`config.mk`:
```
export PLATFORM = sky130hd
export DESIGN_NAME = pfci_host
export DESIGN_NICKNAME = d
export VERILOG_FILES = /design/src/design/pfci_seq_rom.v /design/src/design/pfci_host.v
export VERILOG_INCLUDE_DIRS = /design/src /design/src/pkg
export SDC_FILE = /design/constraint.sdc
export NUM_CORES = 1
export LEC_CHECK = 0
export BUFFER_PORTS_ARGS = -buffer_cell sky130_fd_sc_hd__buf_2
export CORE_MARGIN = 2
export CORE_UTILIZATION = 57
export CTS_CLUSTER_DIAMETER = 50
export DETAILED_ROUTE_END_ITERATION = 7
export PLACE_DENSITY = 0.79
export SETUP_SLACK_MARGIN = 0.15
export SLEW_MARGIN = 20
export SYNTH_ARGS = -nofsm -noshare
export SYNTH_HDL_FRONTEND = slang
export SYNTH_SLANG_ARGS = --single-unit
export TNS_END_PERCENT = 5
```
`constraint.sdc`:
```
create_clock -name CORE_CLK_I -period 5.5 [get_ports CORE_CLK_I]
set_input_delay 0.55 -clock CORE_CLK_I [delete_from_list [all_inputs] [get_ports CORE_CLK_I]]
set_output_delay 0.55 -clock CORE_CLK_I [all_outputs]
set_load 0.01 [all_outputs]
```
`src/pkg/pfci_map.vh`:
```
/*
  Constant map for the parallel flash host controller: command codes,
  unlock offsets, identification offsets, status bit positions and
  bus timing counts at a 50 MHz core clock.
  Assumes a byte-wide flash with 17 address lines on the far side.
*/
`ifndef PFCI_MAP_VH
`define PFCI_MAP_VH

// ======================================================================
// Command codes and unlock offsets
`define PFCI_UNLOCK_ADDR_1 17'h00555
`define PFCI_UNLOCK_ADDR_2 17'h002AA
`define PFCI_UNLOCK_DATA_1 8'hAA
`define PFCI_UNLOCK_DATA_2 8'h55
`define PFCI_CMD_IDENT 8'h90
`define PFCI_CMD_PROGRAM 8'hA0
`define PFCI_CMD_ERASE_SETUP 8'h80
`define PFCI_CMD_CHIP_ERASE 8'h10
`define PFCI_CMD_SECTOR_ERASE 8'h30
`define PFCI_CMD_RESUME 8'h30
`define PFCI_CMD_SUSPEND 8'hB0
`define PFCI_CMD_RESET 8'hF0

// ======================================================================
// Identification offsets and sector field
`define PFCI_ID_DEVICE_OFS 17'h00001
`define PFCI_ID_PROTECT_OFS 17'h00002
`define PFCI_SECTOR_MSB 16
`define PFCI_SECTOR_LSB 12

// ======================================================================
// Status bits in a polled byte
`define PFCI_POLL_BIT 7
`define PFCI_TOGGLE_BIT 6
`define PFCI_TIME_LIMIT_BIT 5

// ======================================================================
// Bus timing (ns) and clock period
`define PFCI_CLK_PERIOD_NS 20
`define PFCI_ACCESS_NS 70
`define PFCI_GLITCH_NS 5
`define PFCI_WRITE_PULSE_NS 45
`define PFCI_READ_CYC ((`PFCI_ACCESS_NS + `PFCI_CLK_PERIOD_NS - 1) / `PFCI_CLK_PERIOD_NS)
`define PFCI_WE_CYC ((`PFCI_WRITE_PULSE_NS + `PFCI_CLK_PERIOD_NS - 1) / `PFCI_CLK_PERIOD_NS)
`define PFCI_GLITCH_CYC ((`PFCI_GLITCH_NS + `PFCI_CLK_PERIOD_NS - 1) / `PFCI_CLK_PERIOD_NS)

`endif

```
`src/design/pfci_seq_rom.v`:
```
/*
  Small command-sequence store: for each operation and step it returns
  the address and data of the bus write, registered.
  Assumes the main controller holds op and step steady for one cycle
  before it uses the data.
*/
`timescale 1ns/1ps
`default_nettype none
`include "pfci_map.vh"

module pfci_seq_rom (
  // Clock and reset
  input wire clk_i,
  input wire reset_n_i,
  // Lookup
  input wire [2:0] op_i,
  input wire [2:0] step_i,
  input wire [16:0] user_addr_i,
  input wire [7:0] user_data_i,
  // Registered result
  output reg [16:0] addr_o,
  output reg [7:0] data_o
);

  // ======================================================================
  // Sequence table
  reg [16:0] a_next;
  reg [7:0] d_next;

  // Steps 0..1 are the unlock pair, later steps depend on the operation
  always @* begin
    a_next = user_addr_i;
    d_next = user_data_i;
    case (step_i)
      3'h0: begin
        a_next = `PFCI_UNLOCK_ADDR_1;
        d_next = `PFCI_UNLOCK_DATA_1;
      end
      3'h1: begin
        a_next = `PFCI_UNLOCK_ADDR_2;
        d_next = `PFCI_UNLOCK_DATA_2;
      end
      3'h2: begin
        a_next = `PFCI_UNLOCK_ADDR_1;
        case (op_i)
          3'h1: d_next = `PFCI_CMD_PROGRAM;
          3'h2, 3'h3: d_next = `PFCI_CMD_ERASE_SETUP;
          default: d_next = `PFCI_CMD_IDENT;
        endcase
      end
      3'h3: begin
        if (op_i != 3'h1) begin
          a_next = `PFCI_UNLOCK_ADDR_1;
          d_next = `PFCI_UNLOCK_DATA_1;
        end
      end
      3'h4: begin
        a_next = `PFCI_UNLOCK_ADDR_2;
        d_next = `PFCI_UNLOCK_DATA_2;
      end
      3'h5: begin
        if (op_i == 3'h2) begin
          a_next = `PFCI_UNLOCK_ADDR_1;
          d_next = `PFCI_CMD_CHIP_ERASE;
        end else begin
          d_next = `PFCI_CMD_SECTOR_ERASE;
        end
      end
      default: begin
        a_next = user_addr_i;
        d_next = user_data_i;
      end
    endcase
  end

  // Registered output keeps the pin data glitch free
  always @(posedge clk_i or negedge reset_n_i) begin
    if (!reset_n_i) begin
      addr_o <= 17'h00000;
      data_o <= 8'h00;
    end else begin
      addr_o <= a_next;
      data_o <= d_next;
    end
  end

endmodule // pfci_seq_rom

`default_nettype wire

```
`src/design/pfci_host.v`:
```
/*
  Host controller for a byte-wide parallel flash: issues reads, unlock
  command sequences (program, chip/sector erase, identification),
  single-write commands (reset, suspend, resume) and polls completion.
  Assumes flash pins are sampled synchronously to CORE_CLK_I and the
  data bus is resolved outside from the output enable.
*/
// Notes on behaviour
// - Host writes reset when the time-limit flag is high or in ID mode; pfci_host does so only on an OP_RESET request.
// - High-voltage ID mode uses selector pins; no such voltage here.
// - ID entry: unlock pair, 90; device code at X01, protect at X02.
// - Valid write: chip select and write enable low, output enable high.
// - Each sequence opens with AA at 555 then 55 at 2AA.
// - Program: unlock pair, A0 at 555, data at the target.
// - Erase: unlock, 80, unlock, then 10 at 555 or 30 at sector.
// - Single writes F0 reset, B0 suspend, 30 resume, any address.
// - Host leaves ID mode by writing reset.
`timescale 1ns/1ps
`default_nettype none
`include "pfci_map.vh"

module pfci_host #(
  parameter ADDR_W = 17,
  parameter POLL_LIMIT = 32'd50000000
) (
  // Clock and reset
  input wire CORE_CLK_I,
  input wire RESET_N_I,
  // User request
  input wire REQ_VALID_I,
  input wire [3:0] REQ_OP_I,
  input wire [ADDR_W-1:0] REQ_ADDR_I,
  input wire [7:0] REQ_DATA_I,
  output wire REQ_READY_O,
  // User answer
  output reg DONE_O,
  output reg [7:0] RDATA_O,
  output reg ERROR_O,
  output reg ID_MODE_O,
  // Flash pins
  output reg FL_CE_N_O,
  output reg FL_OE_N_O,
  output reg FL_WE_N_O,
  output wire [ADDR_W-1:0] FL_ADDR_O,
  output wire [7:0] FL_DQ_O,
  output reg FL_DQ_OE_O,
  input wire [7:0] FL_DQ_I
);

  // ======================================================================
  // Operations and states
  localparam OP_READ = 4'h0;
  localparam OP_PROG = 4'h1;
  localparam OP_CHIP = 4'h2;
  localparam OP_SECT = 4'h3;
  localparam OP_IDENT = 4'h4;
  localparam OP_RESET = 4'h5;
  localparam OP_SUSP = 4'h6;
  localparam OP_RESUME = 4'h7;

  localparam ST_IDLE = 3'h0;
  localparam ST_SETUP = 3'h1;
  localparam ST_WRITE = 3'h2;
  localparam ST_GAP = 3'h3;
  localparam ST_READ = 3'h4;
  localparam ST_POLL = 3'h5;
  localparam ST_DONE = 3'h6;

  // Counts are worked out wide, then cut to the counter width
  localparam integer READ_CYC_W = `PFCI_READ_CYC;
  localparam integer WE_CYC_W = `PFCI_WE_CYC;
  localparam [3:0] READ_CYC = READ_CYC_W[3:0];
  localparam [3:0] WE_CYC = WE_CYC_W[3:0];

  // Number of bus writes each operation issues
  function [2:0] pfci_len;
    input [3:0] op;
    begin
      case (op)
        OP_PROG, OP_IDENT: pfci_len = 3'h3 + {2'b00, op == OP_PROG};
        OP_CHIP, OP_SECT: pfci_len = 3'h6;
        OP_RESET, OP_SUSP, OP_RESUME: pfci_len = 3'h1;
        default: pfci_len = 3'h0;
      endcase
    end
  endfunction

  reg [2:0] state_reg, state_next;
  reg [3:0] op_reg;
  reg [2:0] step_reg;
  reg [3:0] cnt_reg;
  reg [31:0] poll_cnt_reg;
  reg [ADDR_W-1:0] addr_reg;
  reg [7:0] data_reg;
  reg [7:0] last_poll_reg;
  reg id_mode_reg;
  wire [16:0] rom_addr;
  wire [7:0] rom_data;
  wire single_cmd;
  wire [2:0] rom_op;
  wire [2:0] rom_step;
  wire toggling;
  wire first_poll;

  assign REQ_READY_O = (state_reg == ST_IDLE);
  assign single_cmd = (op_reg == OP_RESET) || (op_reg == OP_SUSP) ||
                      (op_reg == OP_RESUME);
  // Single-write commands use the user byte and request address at step 6
  assign rom_op = op_reg[2:0];
  assign rom_step = single_cmd ? 3'h6 : step_reg;

  // ======================================================================
  // Sequence store
  pfci_seq_rom u_rom (
    .clk_i(CORE_CLK_I),
    .reset_n_i(RESET_N_I),
    .op_i(rom_op),
    .step_i(rom_step),
    .user_addr_i(addr_reg[16:0]),
    .user_data_i(data_reg),
    .addr_o(rom_addr),
    .data_o(rom_data)
  );

  // In a read, address goes straight from the request register
  assign FL_ADDR_O = (op_reg == OP_READ) ? addr_reg : rom_addr;
  assign FL_DQ_O = rom_data;
  // Polling toggle bit flips while an embedded operation runs
  assign toggling = (FL_DQ_I[`PFCI_TOGGLE_BIT] !=
                     last_poll_reg[`PFCI_TOGGLE_BIT]);
  // A stale byte from an earlier read can match by chance, so the
  // first status read of an operation only seeds the toggle history
  assign first_poll = (poll_cnt_reg == 32'h0);

  // ======================================================================
  // Next state
  always @* begin
    state_next = state_reg;
    case (state_reg)
      ST_IDLE: if (REQ_VALID_I) begin
        state_next = (REQ_OP_I == OP_READ) ? ST_READ : ST_SETUP;
      end
      ST_SETUP: state_next = ST_WRITE;
      ST_WRITE: if (cnt_reg == WE_CYC) begin
        state_next = ST_GAP;
      end
      ST_GAP: begin
        if (step_reg + 3'h1 < pfci_len(op_reg) && !single_cmd) begin
          state_next = ST_SETUP;
        end else if (op_reg == OP_PROG || op_reg == OP_CHIP ||
                     op_reg == OP_SECT) begin
          state_next = ST_POLL;
        end else begin
          state_next = ST_DONE;
        end
      end
      ST_READ: if (cnt_reg == READ_CYC) begin
        state_next = ST_DONE;
      end
      ST_POLL: if (cnt_reg == READ_CYC) begin
        if ((!first_poll && (!toggling ||
             FL_DQ_I[`PFCI_TIME_LIMIT_BIT])) ||
            poll_cnt_reg == POLL_LIMIT) begin
          state_next = ST_DONE;
        end else begin
          state_next = ST_POLL;
        end
      end
      ST_DONE: state_next = ST_IDLE;
      default: state_next = ST_IDLE;
    endcase
  end

  // ======================================================================
  // Datapath and pins
  always @(posedge CORE_CLK_I or negedge RESET_N_I) begin
    if (!RESET_N_I) begin
      state_reg <= ST_IDLE;
      op_reg <= OP_READ;
      step_reg <= 3'h0;
      cnt_reg <= 4'h0;
      poll_cnt_reg <= 32'h0;
      addr_reg <= {ADDR_W{1'b0}};
      data_reg <= 8'h00;
      last_poll_reg <= 8'h00;
      id_mode_reg <= 1'b0;
      FL_CE_N_O <= 1'b1;
      FL_OE_N_O <= 1'b1;
      FL_WE_N_O <= 1'b1;
      FL_DQ_OE_O <= 1'b0;
      DONE_O <= 1'b0;
      RDATA_O <= 8'h00;
      ERROR_O <= 1'b0;
      ID_MODE_O <= 1'b0;
    end else begin
      state_reg <= state_next;
      DONE_O <= 1'b0;
      ID_MODE_O <= id_mode_reg;
      case (state_reg)
        ST_IDLE: begin
          cnt_reg <= 4'h0;
          step_reg <= 3'h0;
          poll_cnt_reg <= 32'h0;
          FL_CE_N_O <= 1'b1;
          FL_OE_N_O <= 1'b1;
          FL_WE_N_O <= 1'b1;
          FL_DQ_OE_O <= 1'b0;
          if (REQ_VALID_I) begin
            op_reg <= REQ_OP_I;
            addr_reg <= REQ_ADDR_I;
            data_reg <= (REQ_OP_I == OP_RESET) ? `PFCI_CMD_RESET :
                        (REQ_OP_I == OP_SUSP) ? `PFCI_CMD_SUSPEND :
                        (REQ_OP_I == OP_RESUME) ? `PFCI_CMD_RESUME :
                        REQ_DATA_I;
            ERROR_O <= 1'b0;
          end
        end
        ST_SETUP: begin
          // Address settles a cycle before write enable falls
          cnt_reg <= 4'h0;
          FL_OE_N_O <= 1'b1;
          FL_CE_N_O <= 1'b0;
          FL_DQ_OE_O <= 1'b1;
        end
        ST_WRITE: begin
          // Pulse spans several clocks, far above the glitch floor
          FL_WE_N_O <= 1'b0;
          cnt_reg <= cnt_reg + 4'h1;
          if (cnt_reg == WE_CYC) begin
            FL_WE_N_O <= 1'b1;
          end
        end
        ST_GAP: begin
          // Chip select rises after write enable so data latch is clean
          FL_CE_N_O <= 1'b1;
          FL_DQ_OE_O <= 1'b0;
          cnt_reg <= 4'h0;
          step_reg <= step_reg + 3'h1;
          // Flag only once the ident command itself has been written
          if (op_reg == OP_IDENT && step_reg == 3'h2) begin
            id_mode_reg <= 1'b1;
          end
          if (op_reg == OP_RESET) begin
            id_mode_reg <= 1'b0;
          end
        end
        ST_READ, ST_POLL: begin
          // Write enable stays high so a read never looks like a write
          FL_WE_N_O <= 1'b1;
          FL_CE_N_O <= 1'b0;
          FL_OE_N_O <= 1'b0;
          FL_DQ_OE_O <= 1'b0;
          cnt_reg <= cnt_reg + 4'h1;
          if (cnt_reg == READ_CYC) begin
            cnt_reg <= 4'h0;
            RDATA_O <= FL_DQ_I;
            last_poll_reg <= FL_DQ_I;
            FL_OE_N_O <= 1'b1;
            if (state_reg == ST_POLL) begin
              poll_cnt_reg <= poll_cnt_reg + 32'h1;
              if (FL_DQ_I[`PFCI_TIME_LIMIT_BIT] && toggling &&
                  !first_poll) begin
                ERROR_O <= 1'b1;
              end
              if (poll_cnt_reg == POLL_LIMIT) begin
                ERROR_O <= 1'b1;
              end
            end
          end
        end
        ST_DONE: begin
          FL_CE_N_O <= 1'b1;
          FL_OE_N_O <= 1'b1;
          DONE_O <= 1'b1;
        end
        default: begin
          FL_CE_N_O <= 1'b1;
        end
      endcase
    end
  end

endmodule // pfci_host

`default_nettype wire

```
Word-level counts from Yosys, hierarchy flattened
Cells that the tools add are included.

Register bits: 112. Word-level logic and storage cells: 148.

$add $sub $neg: 4. Magnitude comparators: 1. Equal/unequal tests: 37. Mux-type cells: 44. Reductions and logical operators: 44.

Operators by type and width (count): 17-bit case mux with 4 select lines (1); 32-bit 2-to-1 mux (2); 32-bit case mux with 2 select lines (1); 17-bit 2-to-1 mux (3); 8-bit case mux with 5 select lines (1); 32-bit by 1-bit adder with 32-bit output, second input constant (1); 32-bit by 26-bit == test with 1-bit output, second input constant (1); 4-bit by 3-bit == test with 1-bit output, second input constant (8); 32-bit logical NOT (1); 8-bit 2-to-1 mux (4); 3-bit 2-to-1 mux (8); 3-bit by 2-bit == test with 1-bit output, second input constant (7); 3-bit case mux with 6 select lines (1); 3-bit == test, second input constant (5); 3-bit OR reduction (5); 4-bit by 2-bit == test with 1-bit output, second input constant (3); 2-bit inequality test, second input constant (6); 4-bit case mux with 3 select lines (1); 6-bit case mux with 2 select lines (1); 2-bit nonzero test (6); 2-bit OR reduction (6); 1-bit 2-to-1 mux (10); 1-bit case mux with 2 select lines (5); 3-bit by 1-bit == test with 1-bit output, second input constant (3); 24 further kinds (40).

Longest topological paths before layout
Gate-level depths: netlist of run 1.

Word-level depth: 8. Mapped depth: 10. Gate-level depth less buffers: 9.

Hierarchy
Synthesis of run 1 repeated with hierarchy kept, for this count alone.

Cell total of the unflattened synthesis: 549. Area, all modules: 5769.3 um2.

Modules (own cells, without submodules): pfci_host (instances 1, cells each 447, area each 4658.2 um2, seq. area each 2180.8 um2); pfci_seq_rom (instances 1, cells each 102, area each 1111.1 um2, seq. area each 625.6 um2).

Worst setup path before layout of run 1
OpenSTA, ideal clock, no wires.

Path type: register -> output. Start: register op_reg[1]. End: output port FL_ADDR_O[10]. Arrival time: 1.881 ns. Required time: 4.950 ns. Slack: 3.069 ns. Cell stages (with the launch flop): 5. Path through: dfrtp_1 > or2_2 > nor3_2 > clkbuf_1 > mux2_2.

Cells in the longest elaborated chain, start to end: 2.

RTL lines: from (decl) (line pfci_host.v:89) `reg [3:0] op_reg;`; from (signal assigned) (line pfci_host.v:179) `op_reg <= OP_READ;`; from (signal assigned) (line pfci_host.v:209) `op_reg <= REQ_OP_I;`; 4-bit logical NOT (line pfci_host.v:126) `assign FL_ADDR_O = (op_reg == OP_READ) ? addr_reg : rom_addr;`; 17-bit 2-to-1 mux (line pfci_host.v:126); to (decl) (line pfci_host.v:44) `output wire [ADDR_W-1:0] FL_ADDR_O,`.

No other way between the ends.

Worst setup path in the final report of run 1
Start: register state_reg[1]. End: output port REQ_READY_O.

Cells in the longest elaborated chain, start to end: 1.

RTL lines: from (decl) (line pfci_host.v:88) `reg [2:0] state_reg, state_next;`; from (signal assigned) (line pfci_host.v:196) `state_reg <= state_next;`; 3-bit logical NOT (line pfci_host.v:105) `assign REQ_READY_O = (state_reg == ST_IDLE);`; to (decl) (line pfci_host.v:34) `output wire REQ_READY_O,`.

No other way between the ends.

==> run metrics, run 1 <==
count of input and output buffers 80; first-pass GRT wire length between 20000 and 25000 um; HPWL Detailed roughly 9000 um; CP max FO 33; Post-CTS Resized 0; Root Driver clkbuf_8; Final Hold Fails 0; Tightest Pin Transition 983.6 ps; Avg Cell Area, Syn 10.18 um2; initial antenna violation count 0; Chip Height 103.8 um; Max Used Layer met4; area grow syn2layout 11.74%; Layout fillers around 820; CTS Sinks roughly 110; routed length per instance ~17 um; vias in the first global route about 4400; Slew Limit Fails 0; Setup crit start kind flip-flop; fraction of layout cells with a size suffix above 1 about 26%; sequential share of the synthesized area between 40% and 50%; RePlAce Congestion 0.9041; ANT cells 0; DRT iter0 DRCs 295; RSZ-0062 raised after global routing no; Crit Path Category reg -> out; worst-skew pair later-pin latency 390 ps; FF-to-FF path depth 6; top cells by area, synth dfrtp_1, mux2_2, o21ai_0; Mapped Area between 5000 and 6000 um2; crit end category output port; warnings from Yosys 0; Distinct cells, synth 60; leading area contributor after synthesis dfrtp_1; Synth top area share 48.01%; met2 routed WL 6044 um; cts hold-fix bufs 0; gr ovfl total 0; minimum clock period 3467 ps; syn_nets 606; Required @ worst endpoint a little under 5000 ps; final setup TNS 0 ps; max_cap viols 0; # setup viols final 0; Clk pin slew, worst setup/hold paths around 110 ps; FP Rows 36; Yosys reg bits 112; Worst Hold Class in -> async; WL met1 slightly below 6000 um; number of flip-flops under the largest register name 32; routed vias 4596; total global-route track usage 25.03%; # nets final 674; peak supply drop 362.5 uV; Util after Layout between 60% and 70%; die width between 100 and 150 um; wire length on met3 712 um; Post-synth EDFFs 0; prevailing post-synth register cell dfrtp_1; Design Power 2989 uW; fraction of registers with async set/reset 100.0%; DRC violations left 0; core area about 9700 um2; Initial Utilization 58.40%; TritonCTS buffer count 9; Detail Route Antenna Nets 0; Post-Syn Instances roughly 560; via/cell ratio between 6 and 7; Lkg Pwr roughly 0.0028 uW; CTS tree built; DRT Pass-1 Iters 5; largest net degree at the start of global routing 61; fmax approximately 0.29 GHz; Ports 81; power per cell area between 400 and 500 nW/um2; Rel. slew slack roughly 34%; maximum clock insertion buffer count 2; Layout Skew approximately 17 ps; Tcrit/Tclk final 63.04%; die area roughly 11000 um2; critical path arrival 2920 ps; setup repair bufs after CTS 0; sum of routed wire length over all layers approximately 13000 um; htree depth 3; outcome complete, no violations
-- final cells by class --
type / count / area (um2) / area share [%]
clock inverter: 7 / 78.83 / 1.242
tap: 133 / 166.4 / 2.621
timing repair buffer: 84 / 432.9 / 6.819
clock buffer: 9 / 123.9 / 1.951
sequential: 112 / 2806 / 44.21
multi-input combinational: 400 / 2669 / 42.04
inverter: 19 / 71.32 / 1.123
-- through the flow --
stage / instance area, um2 / hold slack (ps) / setup slack (ps) / cells
2_1_floorplan: 5682 / 254.4 / 3069 / 558
3_3_place_gp: 6146 / 379.4 / 2379 / 748
3_5_place_dp: 6146 / 374.3 / 2257 / 748
4_1_cts: 6349 / 243.8 / 2077 / 764
5_1_grt: 6349 / 267.7 / 1824 / 764
6_report: 6349 / 218.3 / 2033 / 764
-- worst paths after layout --
path | from | slack [ps] | to
worst max-delay path | state_reg[1]$_DFFE_PN0P_ | 2030 | REQ_READY_O
worst min-delay path | RESET_N_I | 220 | poll_cnt_reg[20]$_DFFE_PN0P_
worst max register to register | state_reg[1]$_DFFE_PN0P_ | 2180 | data_reg[3]$_DFFE_PN0P_
worst min register to register | id_mode_reg$_DFFE_PN0P_ | 400 | ID_MODE_O$_DFF_PN0_
max in group asynchronous | RESET_N_I | 4140 | poll_cnt_reg[2]$_DFFE_PN0P_
min in group CORE_CLK_I | REQ_ADDR_I[2] | 380 | addr_reg[2]$_DFFE_PN0P_
-- metal layers --
metal	vias up	global-route usage [%]
li1	2168	-
met1	2279	36.28
met2	140	38.49
met3	9	5.979
met4	0	5.792
met5	-	0
-- synth_stat cells, types with 4 or more instances --
cell type / instances
nand3_1: 19
o2bb2ai_1: 4
xor2_1: 4
ha_1: 8
mux2_2: 47
a21o_1: 7
nand2_1: 50
a22o_1: 7
mux2i_1: 5
inv_1: 18
nor2_1: 26
a21oi_1: 32
and2_1: 7
nor4_1: 14
buf_6: 4
nor4b_1: 5
clkbuf_1: 19
o21ai_0: 41
a31oi_1: 5
or3_1: 17
nor3_1: 12
nand2b_1: 5
dfrtp_1: 109
and4_1: 4
a211oi_1: 5
xnor2_1: 12
o211ai_1: 4
nand4_1: 16
-- cell families after synthesis --
group                      count (synthesis)  share of synthesized area (%)
AOI/OAI and AO/OA                        125                          13.70
xor gates and xnor gates                  16                          2.466
adders and majority gates                  8                          1.762
buffers and inverters                     46                          3.633
DFF                                      112                          49.39
muxes                                     52                          10.20
and+or+nand+nor                          199                          18.85
-- power breakdown --
part / leakage (uW) / internal [uW] / switching, uW
clock network: 0.0000925 / 214 / 289
registers: 0.00142 / 1080 / 244
logic: 0.00126 / 520 / 642
-- critical path, stage by stage (launching register included) --
cell     delay, ps
dfrtp_1        750
inv_1          510
nand2_1        210
inv_1          770
buf_2          270
-- cell usage in the layout, fill, tap and decap left out, types with 4 or more instances in the layout --
cell	synthesis	layout
or3_1	17	17
xor2_1	4	4
nor2_1	26	26
buf_2	3	79
inv_1	18	18
and2_1	7	7
nand4_1	16	16
o211ai_1	4	4
a31oi_1	5	5
o2bb2ai_1	4	4
nand2_1	50	50
mux2i_1	5	5
nor4_1	14	14
mux2_2	47	47
a211oi_1	5	5
nor4b_1	5	5
nand3_1	19	19
nor3_1	12	12
a22o_1	7	7
nand2b_1	5	5
o21ai_0	41	41
a21o_1	7	7
ha_1	8	8
buf_4	0	5
xnor2_1	12	12
dfrtp_1	109	109
a21oi_1	32	32
clkbuf_8	0	9
and4_1	4	4
No activity file was read; power rests on OpenSTA's default activity.
==> run 2, diff against run 1 <==
CORE_UTILIZATION = 52   (was 57)
PLACE_DENSITY = 0.76   (was 0.79)
clock period = 2.8 ns   (was 5.5 ns; I/O delays follow)
==> run 2 against run 1 <==
  * First-iteration DRC count increased by 8.1%
  * Clock power increased by 98%
  * Non-clock buffer count rose by 10
  * Final cell count increased by 2.2%
  * Clock-buffer cell count stayed put
  * Clock skew shrank 1.1 ps
  * Utilization is 5.2 points lower
  * Combinational power grew 120%
  * Total power increased by 100%
  * Register-to-register slack lost 1800 ps
  * Highest routed layer unchanged
==> run metrics, run 2 (synthesis results as in run 1) <==
via/cell ratio 5.963 (was 6.016); Required @ worst endpoint 3100 ps (was 4950 ps); area grow syn2layout 13.63% (was 11.74%); combinational power share 42.4% (was 38.9%); worst-skew pair later-pin latency 400 ps (was 390 ps); Clk pin slew, worst setup/hold paths 110 ps (about the same); CP bufs+invs 0 (was 3); critical path arrival 2770 ps (was 2920 ps); HP Start REQ_DATA_I[0]; outcome complete, no violations (unchanged); maximum clock insertion buffer count 2 (unchanged); Root Driver clkbuf_8 (unchanged); first-pass GRT wire length 21640 um (was 21840 um); Tcrit/Tclk final 88.16%; CP cell instances nor2_2 > mux2i_1 > or2_2 > ha_1 > o21ai_0 > a31oi_1 > o31a_1 > or3_1 > and4_1 (was inv_1 > nand2_1 > inv_1 > buf_2); fraction of layout cells with a size suffix above 1 26.99% (was 25.52%); CTS tree built (unchanged); htree depth 3 (unchanged); FP Rows 38 (was 36); # setup viols final 0 (unchanged); Detail Route Antenna Nets 0 (unchanged); minimum clock period 2468 ps; vias in the first global route 4465 (was 4385); P_sw 2372 uW (was 1176 uW); Sw Ratio 39.41% (was 39.33%); total global-route track usage 23.36% (was 25.03%); R2R Setup Slk 330 ps (was 2180 ps); routed vias 4657 (was 4596); Tightest Pin Transition 743.3 ps (was 983.6 ps); r2r startpoint op_reg[1]$_DFFE_PN0P_ (was state_reg[1]$_DFFE_PN0P_); die width 108.5 um (was 103.8 um); ANT cells 0 (unchanged); FF-to-FF path depth 9 (was 6); CP max FO 8 (was 33); CTS Sinks 112 (unchanged); Final Hold Fails 0 (unchanged); Design Power 6018 uW (was 2989 uW); internal power 3646 uW (was 1814 uW); initial antenna violation count 0 (unchanged); HPWL Detailed 9045 um (was 9010 um); gr ovfl total 0 (unchanged); Ports 81 (unchanged); hold path depth 2; sequential share of power 41.0% (was 44.3%); delay-heaviest family, CP simple AND/OR/NAND/NOR gates (was buffers and inverters); Layout Skew 15.88 ps (was 16.94 ps); critical path's largest stage delay 480 ps (was 770 ps); Worst Hold Class in -> reg (was in -> async); Layout fillers 937 (was 819); RR Endpoint state_reg[1]$_DFFE_PN0P_ (was data_reg[3]$_DFFE_PN0P_); sum of routed wire length over all layers 13090 um (was 12810 um); peak supply drop 463.9 uV (was 362.5 uV); Setup crit start kind flip-flop (unchanged); DRT Pass-1 Iters 4 (was 5); RSZ-0062 raised after global routing no (unchanged); Initial Utilization 52.88% (was 58.40%); Clock power frac 16.7% (was 16.8%); die area 11780 um2 (was 10780 um2); largest net degree at the start of global routing 65 (was 61); number of flip-flops under the largest register name 32 (unchanged); routed length per instance 16.76 um (was 16.77 um); max_cap viols 0 (unchanged); Lkg Pwr 0.002829 uW (was 0.002770 uW); most frequent cells in the layout dfrtp_1, buf_2, nand2_1 (unchanged); Slew Limit Fails 0 (unchanged); fmax just over 0.4 GHz; hold path endpoint data_reg[0]$_DFFE_PN0P_; Worst path slowest cell dfrtp_1 (was inv_1); DRT iter0 DRCs 319 (was 295); Chip Height 108.5 um (was 103.8 um); # nets final 684 (was 674); Rel. slew slack 50.06% (was 34.36%); crit end category flip-flop (was output port); commonest non-fill, non-tap cell in the layout dfrtp_1 (unchanged); Crit Path Category reg -> reg (was reg -> out); DRC violations left 0 (unchanged); power per cell area 932.1 nW/um2 (was 470.8 nW/um2); TritonCTS buffer count 9 (unchanged); core area 10750 um2 (was 9729 um2); RePlAce Congestion 0.8667 (was 0.9041); final setup TNS 0 ps (unchanged); count of input and output buffers 80 (unchanged)
==> run 2: changes by cell type in the layout (fill, tap and decap cells not counted), sizes merged <==
cell         delta
inv             +1
buf             +9
dlygate4sd3     +1
clkinvlp        -1
==> run 2: area by class of cell <==
| class | instances | area, um2 | share of cell area, % |
|---|---|---|---|
| Clock buffer | 9 | 123.9 | 1.919 |
| Clock inverter | 7 | 78.83 | 1.221 |
| Inverter | 19 | 71.32 | 1.105 |
| Multi-Input combinational cell | 400 | 2676 | 41.45 |
| Sequential cell | 112 | 2808 | 43.49 |
| Tap cell | 140 | 175.2 | 2.713 |
| Timing Repair Buffer | 94 | 523.0 | 8.101 |
==> run 2: worst max path at each step <==
stage                            startpoint  cells after the start  slack [ps]                            to
floorplan           step_reg[0]$_DFFE_PN0P_                     10         420      state_reg[1]$_DFFE_PN0P_
global placement    step_reg[0]$_DFFE_PN0P_                      9         430      state_reg[1]$_DFFE_PN0P_
detailed placement  step_reg[0]$_DFFE_PN0P_                      9         290      state_reg[1]$_DFFE_PN0P_
CTS                 step_reg[0]$_DFFE_PN0P_                      9         280      state_reg[1]$_DFFE_PN0P_
global route         cnt_reg[0]$_DFFE_PN0P_                      7         170  poll_cnt_reg[31]$_DFFE_PN0P_
finish                op_reg[1]$_DFFE_PN0P_                      9         330      state_reg[1]$_DFFE_PN0P_
==> run 2: timing repair <==
item / in CTS / in global routing
gates resized for setup: 0 / 2
setup endpoints to repair: 0 / 1
endpoints found under the hold margin: 48 / 0
hold buffers: 1 / 0
buffers inserted: 0 / 0
==> run 2: metrics by stage <==
step	utilization [%]	hold slack (ps)	instances	area, um2	setup slack [ps]
after global placement	58.07	340.1	764	6240	427.1
after CTS	60.05	86.86	781	6452	281.2
final	60.08	100.8	781	6456	331.5
after detailed placement	58.07	348.2	764	6240	294.5
after global routing	60.08	95.01	781	6456	170.8
after floorplan	-	-15.59	558	5682	421.3
==> run 2: power by group through the flow <==
stage / sequential [uW] / combinational, uW / clock [uW]
floorplan: 2440 / 1760 / 0
global placement: 2450 / 2440 / 0
detailed placement: 2490 / 2520 / 0
CTS: 2460 / 2540 / 1030
global route: 2530 / 2800 / 1100
finish: 2460 / 2550 / 1000
==> run 2: metal layers <==
layer | vias up | part of all wire [%] | track usage (%)
li1 | 2187 | - | -
met2 | 145 | 48 | 36.88
met1 | 2312 | 45 | 32.63
met3 | 13 | 5.1 | 3.255
met5 | - | 0 | 0
met4 | 0 | 1.4 | 9.249
==> run 3, diff against run 2 <==
CAP_MARGIN = 20   (was not set)
PLACE_DENSITY = not set   (was 0.76)
PLACE_DENSITY_LB_ADDON = 0.12   (was not set)
==> run 3 against run 2 <==
  * Utilization shrank 0.13 points
  * Critical path type is now reg -> out
  * Critical path depth shrank 4
  * Global-route usage shrank 0.60 points
  * Via count shrank 2.0%
  * First-iteration DRC count shrank 12%
  * Routed wire length shrank 3.1%
  * Worst hold slack gained 9.7 ps
  * Final cell count grew 0.13%
  * Clock power shrank 6%
  * Fmax grew 1.6%
  * Combinational power shrank 2%
  * Sequential cell count is the same
==> run metrics, run 3 (synthesis results as in run 1) <==
DRC violations left 0 (unchanged); worst-skew pair later-pin latency 390 ps (was 400 ps); count of input and output buffers 80 (unchanged); Sw Ratio 39.42% (was 39.41%); internal power 3576 uW (was 3646 uW); initial antenna violation count 0 (unchanged); Root Driver clkbuf_8 (unchanged); HPWL Detailed 8888 um (was 9045 um); Slew Limit Fails 0 (unchanged); Ports 81 (unchanged); die area 11780 um2 (unchanged); Crit Path Category reg -> out (was reg -> reg); Worst Hold Class in -> reg (unchanged); minimum clock period 2430 ps (was 2468 ps); DRT Pass-1 Iters 5 (was 4); maximum clock insertion buffer count 2 (unchanged); gr ovfl total 0 (unchanged); combinational power share 42.2% (was 42.4%); fmax 0.4116 GHz (was 0.4051 GHz); die width 108.5 um (unchanged); Setup crit start kind flip-flop (unchanged); sum of routed wire length over all layers 12680 um (was 13090 um); Initial Utilization 52.88% (unchanged); # setup viols final 0 (unchanged); worst-case hold slack 110.6 ps (was 100.8 ps); # nets final 685 (was 684); Util after Layout 59.96% (was 60.08%); Lkg Pwr 0.002827 uW (was 0.002829 uW); RePlAce Congestion 0.8862 (was 0.8667); Tightest Pin Transition 750.2 ps (was 743.3 ps); setup repair bufs after CTS 0 (unchanged); number of flip-flops under the largest register name 32 (unchanged); DRT iter0 DRCs 280 (was 319); sequential share of power 41.8% (was 41.0%); worst slack at placement 363.8 ps (was 294.5 ps); Detail Route Antenna Nets 0 (unchanged); Tcrit/Tclk final 86.78% (was 88.16%); Required @ worst endpoint 2520 ps (was 3100 ps); total global-route track usage 22.76% (was 23.36%); Rel. slew slack 49.60% (was 50.06%); crit end category output port (was flip-flop); area grow syn2layout 13.39% (was 13.63%); outcome complete, no violations (unchanged); vias in the first global route 4267 (was 4465); power per cell area 916.2 nW/um2 (was 932.1 nW/um2); CP cell instances nor2_1 > nand2_1 > inv_1 > buf_4 > buf_2 (was nor2_2 > mux2i_1 > or2_2 > ha_1 > o21ai_0 > a31oi_1 > o31a_1 > or3_1 > and4_1); critical path arrival 2150 ps (was 2770 ps); final setup margin 370.2 ps (was 331.5 ps); Layout Skew 7.753 ps (was 15.88 ps); delay-heaviest family, CP buffers and inverters (was simple AND/OR/NAND/NOR gates); ANT cells 0 (unchanged); Clock power frac 16.0% (was 16.7%); routed vias 4566 (was 4657); CTS tree built (unchanged); Worst path slowest cell dfrtp_1 (unchanged); RSZ-0062 raised after global routing no (unchanged); largest net degree at the start of global routing 71 (was 65); CTS Sinks 112 (unchanged); TritonCTS buffer count 9 (unchanged); Layout fillers 951 (was 937); FP Rows 38 (unchanged); htree depth 3 (unchanged); Clk pin slew, worst setup/hold paths 110 ps (about the same); critical path's largest stage delay 490 ps (was 480 ps); peak supply drop 551.1 uV (was 463.9 uV); core area 10750 um2 (unchanged); CP max FO 31 (was 8); fraction of layout cells with a size suffix above 1 26.79% (was 26.99%); P_sw 2327 uW (was 2372 uW); max_cap viols 0 (unchanged); first-pass GRT wire length 21050 um (was 21640 um); CP bufs+invs 3 (was 0); via/cell ratio 5.839 (was 5.963); most frequent cells in the layout dfrtp_1, buf_2, nand2_1 (unchanged); Final Hold Fails 0 (unchanged); commonest non-fill, non-tap cell in the layout dfrtp_1 (unchanged); final setup TNS 0 ps (unchanged); Chip Height 108.5 um (unchanged); routed length per instance 16.21 um (was 16.76 um)
==> run 3: metal layers <==
layer	routed length (um)	GRT usage, %	part of all wire, %
met1	6146	33.27	48
met2	5655	33.97	45
met3	648	3.617	5.1
met4	229	8.883	1.8
met5	0	0	0
==> run 3: through the flow <==
step                std cells  area [um2]  power, uW
floorplan                 558        5682       4197
global placement          765        6242       4903
detailed placement        765        6242       4996
CTS                       782        6440       5950
global route              782        6442       6340
finish                    782        6442       5903
==> run 3: layout make-up <==
type,count,area (um2),share of cell area (%)
flip-flops and latches,112,2806,43.56
multi-input cells,400,2671,41.46
repair buffers,95,530.5,8.235
well taps,140,175.2,2.719
clock buffers,10,137.6,2.136
inverters,19,71.32,1.107
clock inverters,6,50.05,0.7768
==> run 3: worst paths after layout <==
kind                                          start                            to  slack, ps  cells after the start
setup reg to reg              op_reg[1]$_DFFE_PN0P_      state_reg[1]$_DFFE_PN0P_        410                      9
max in group asynchronous                 RESET_N_I         FL_WE_N_O$_DFFE_PN1P_       1590                      3
hold reg to reg             id_mode_reg$_DFFE_PN0P_           ID_MODE_O$_DFF_PN0_        400                      0
hold / removal                       REQ_ADDR_I[11]      addr_reg[11]$_DFFE_PN0P_        110                      2
min in group asynchronous                 RESET_N_I  poll_cnt_reg[26]$_DFFE_PN0P_        420                      2
setup / recovery           state_reg[2]$_DFFE_PN0P_                   REQ_READY_O        370                      5
==> run 3: power groups by stage <==
stage	clock network [uW]	logic [uW]	registers [uW]
detailed placement	0	2500	2500
floorplan	0	1760	2440
CTS	971	2510	2470
global placement	0	2440	2470
finish	944	2490	2470
global route	1030	2770	2550
==> run 3: repair_timing <==
item	CTS	global route
resized for setup	0	1
endpoints found under the setup margin	0	1
hold buffers	1	0
endpoints found under the hold margin	42	0
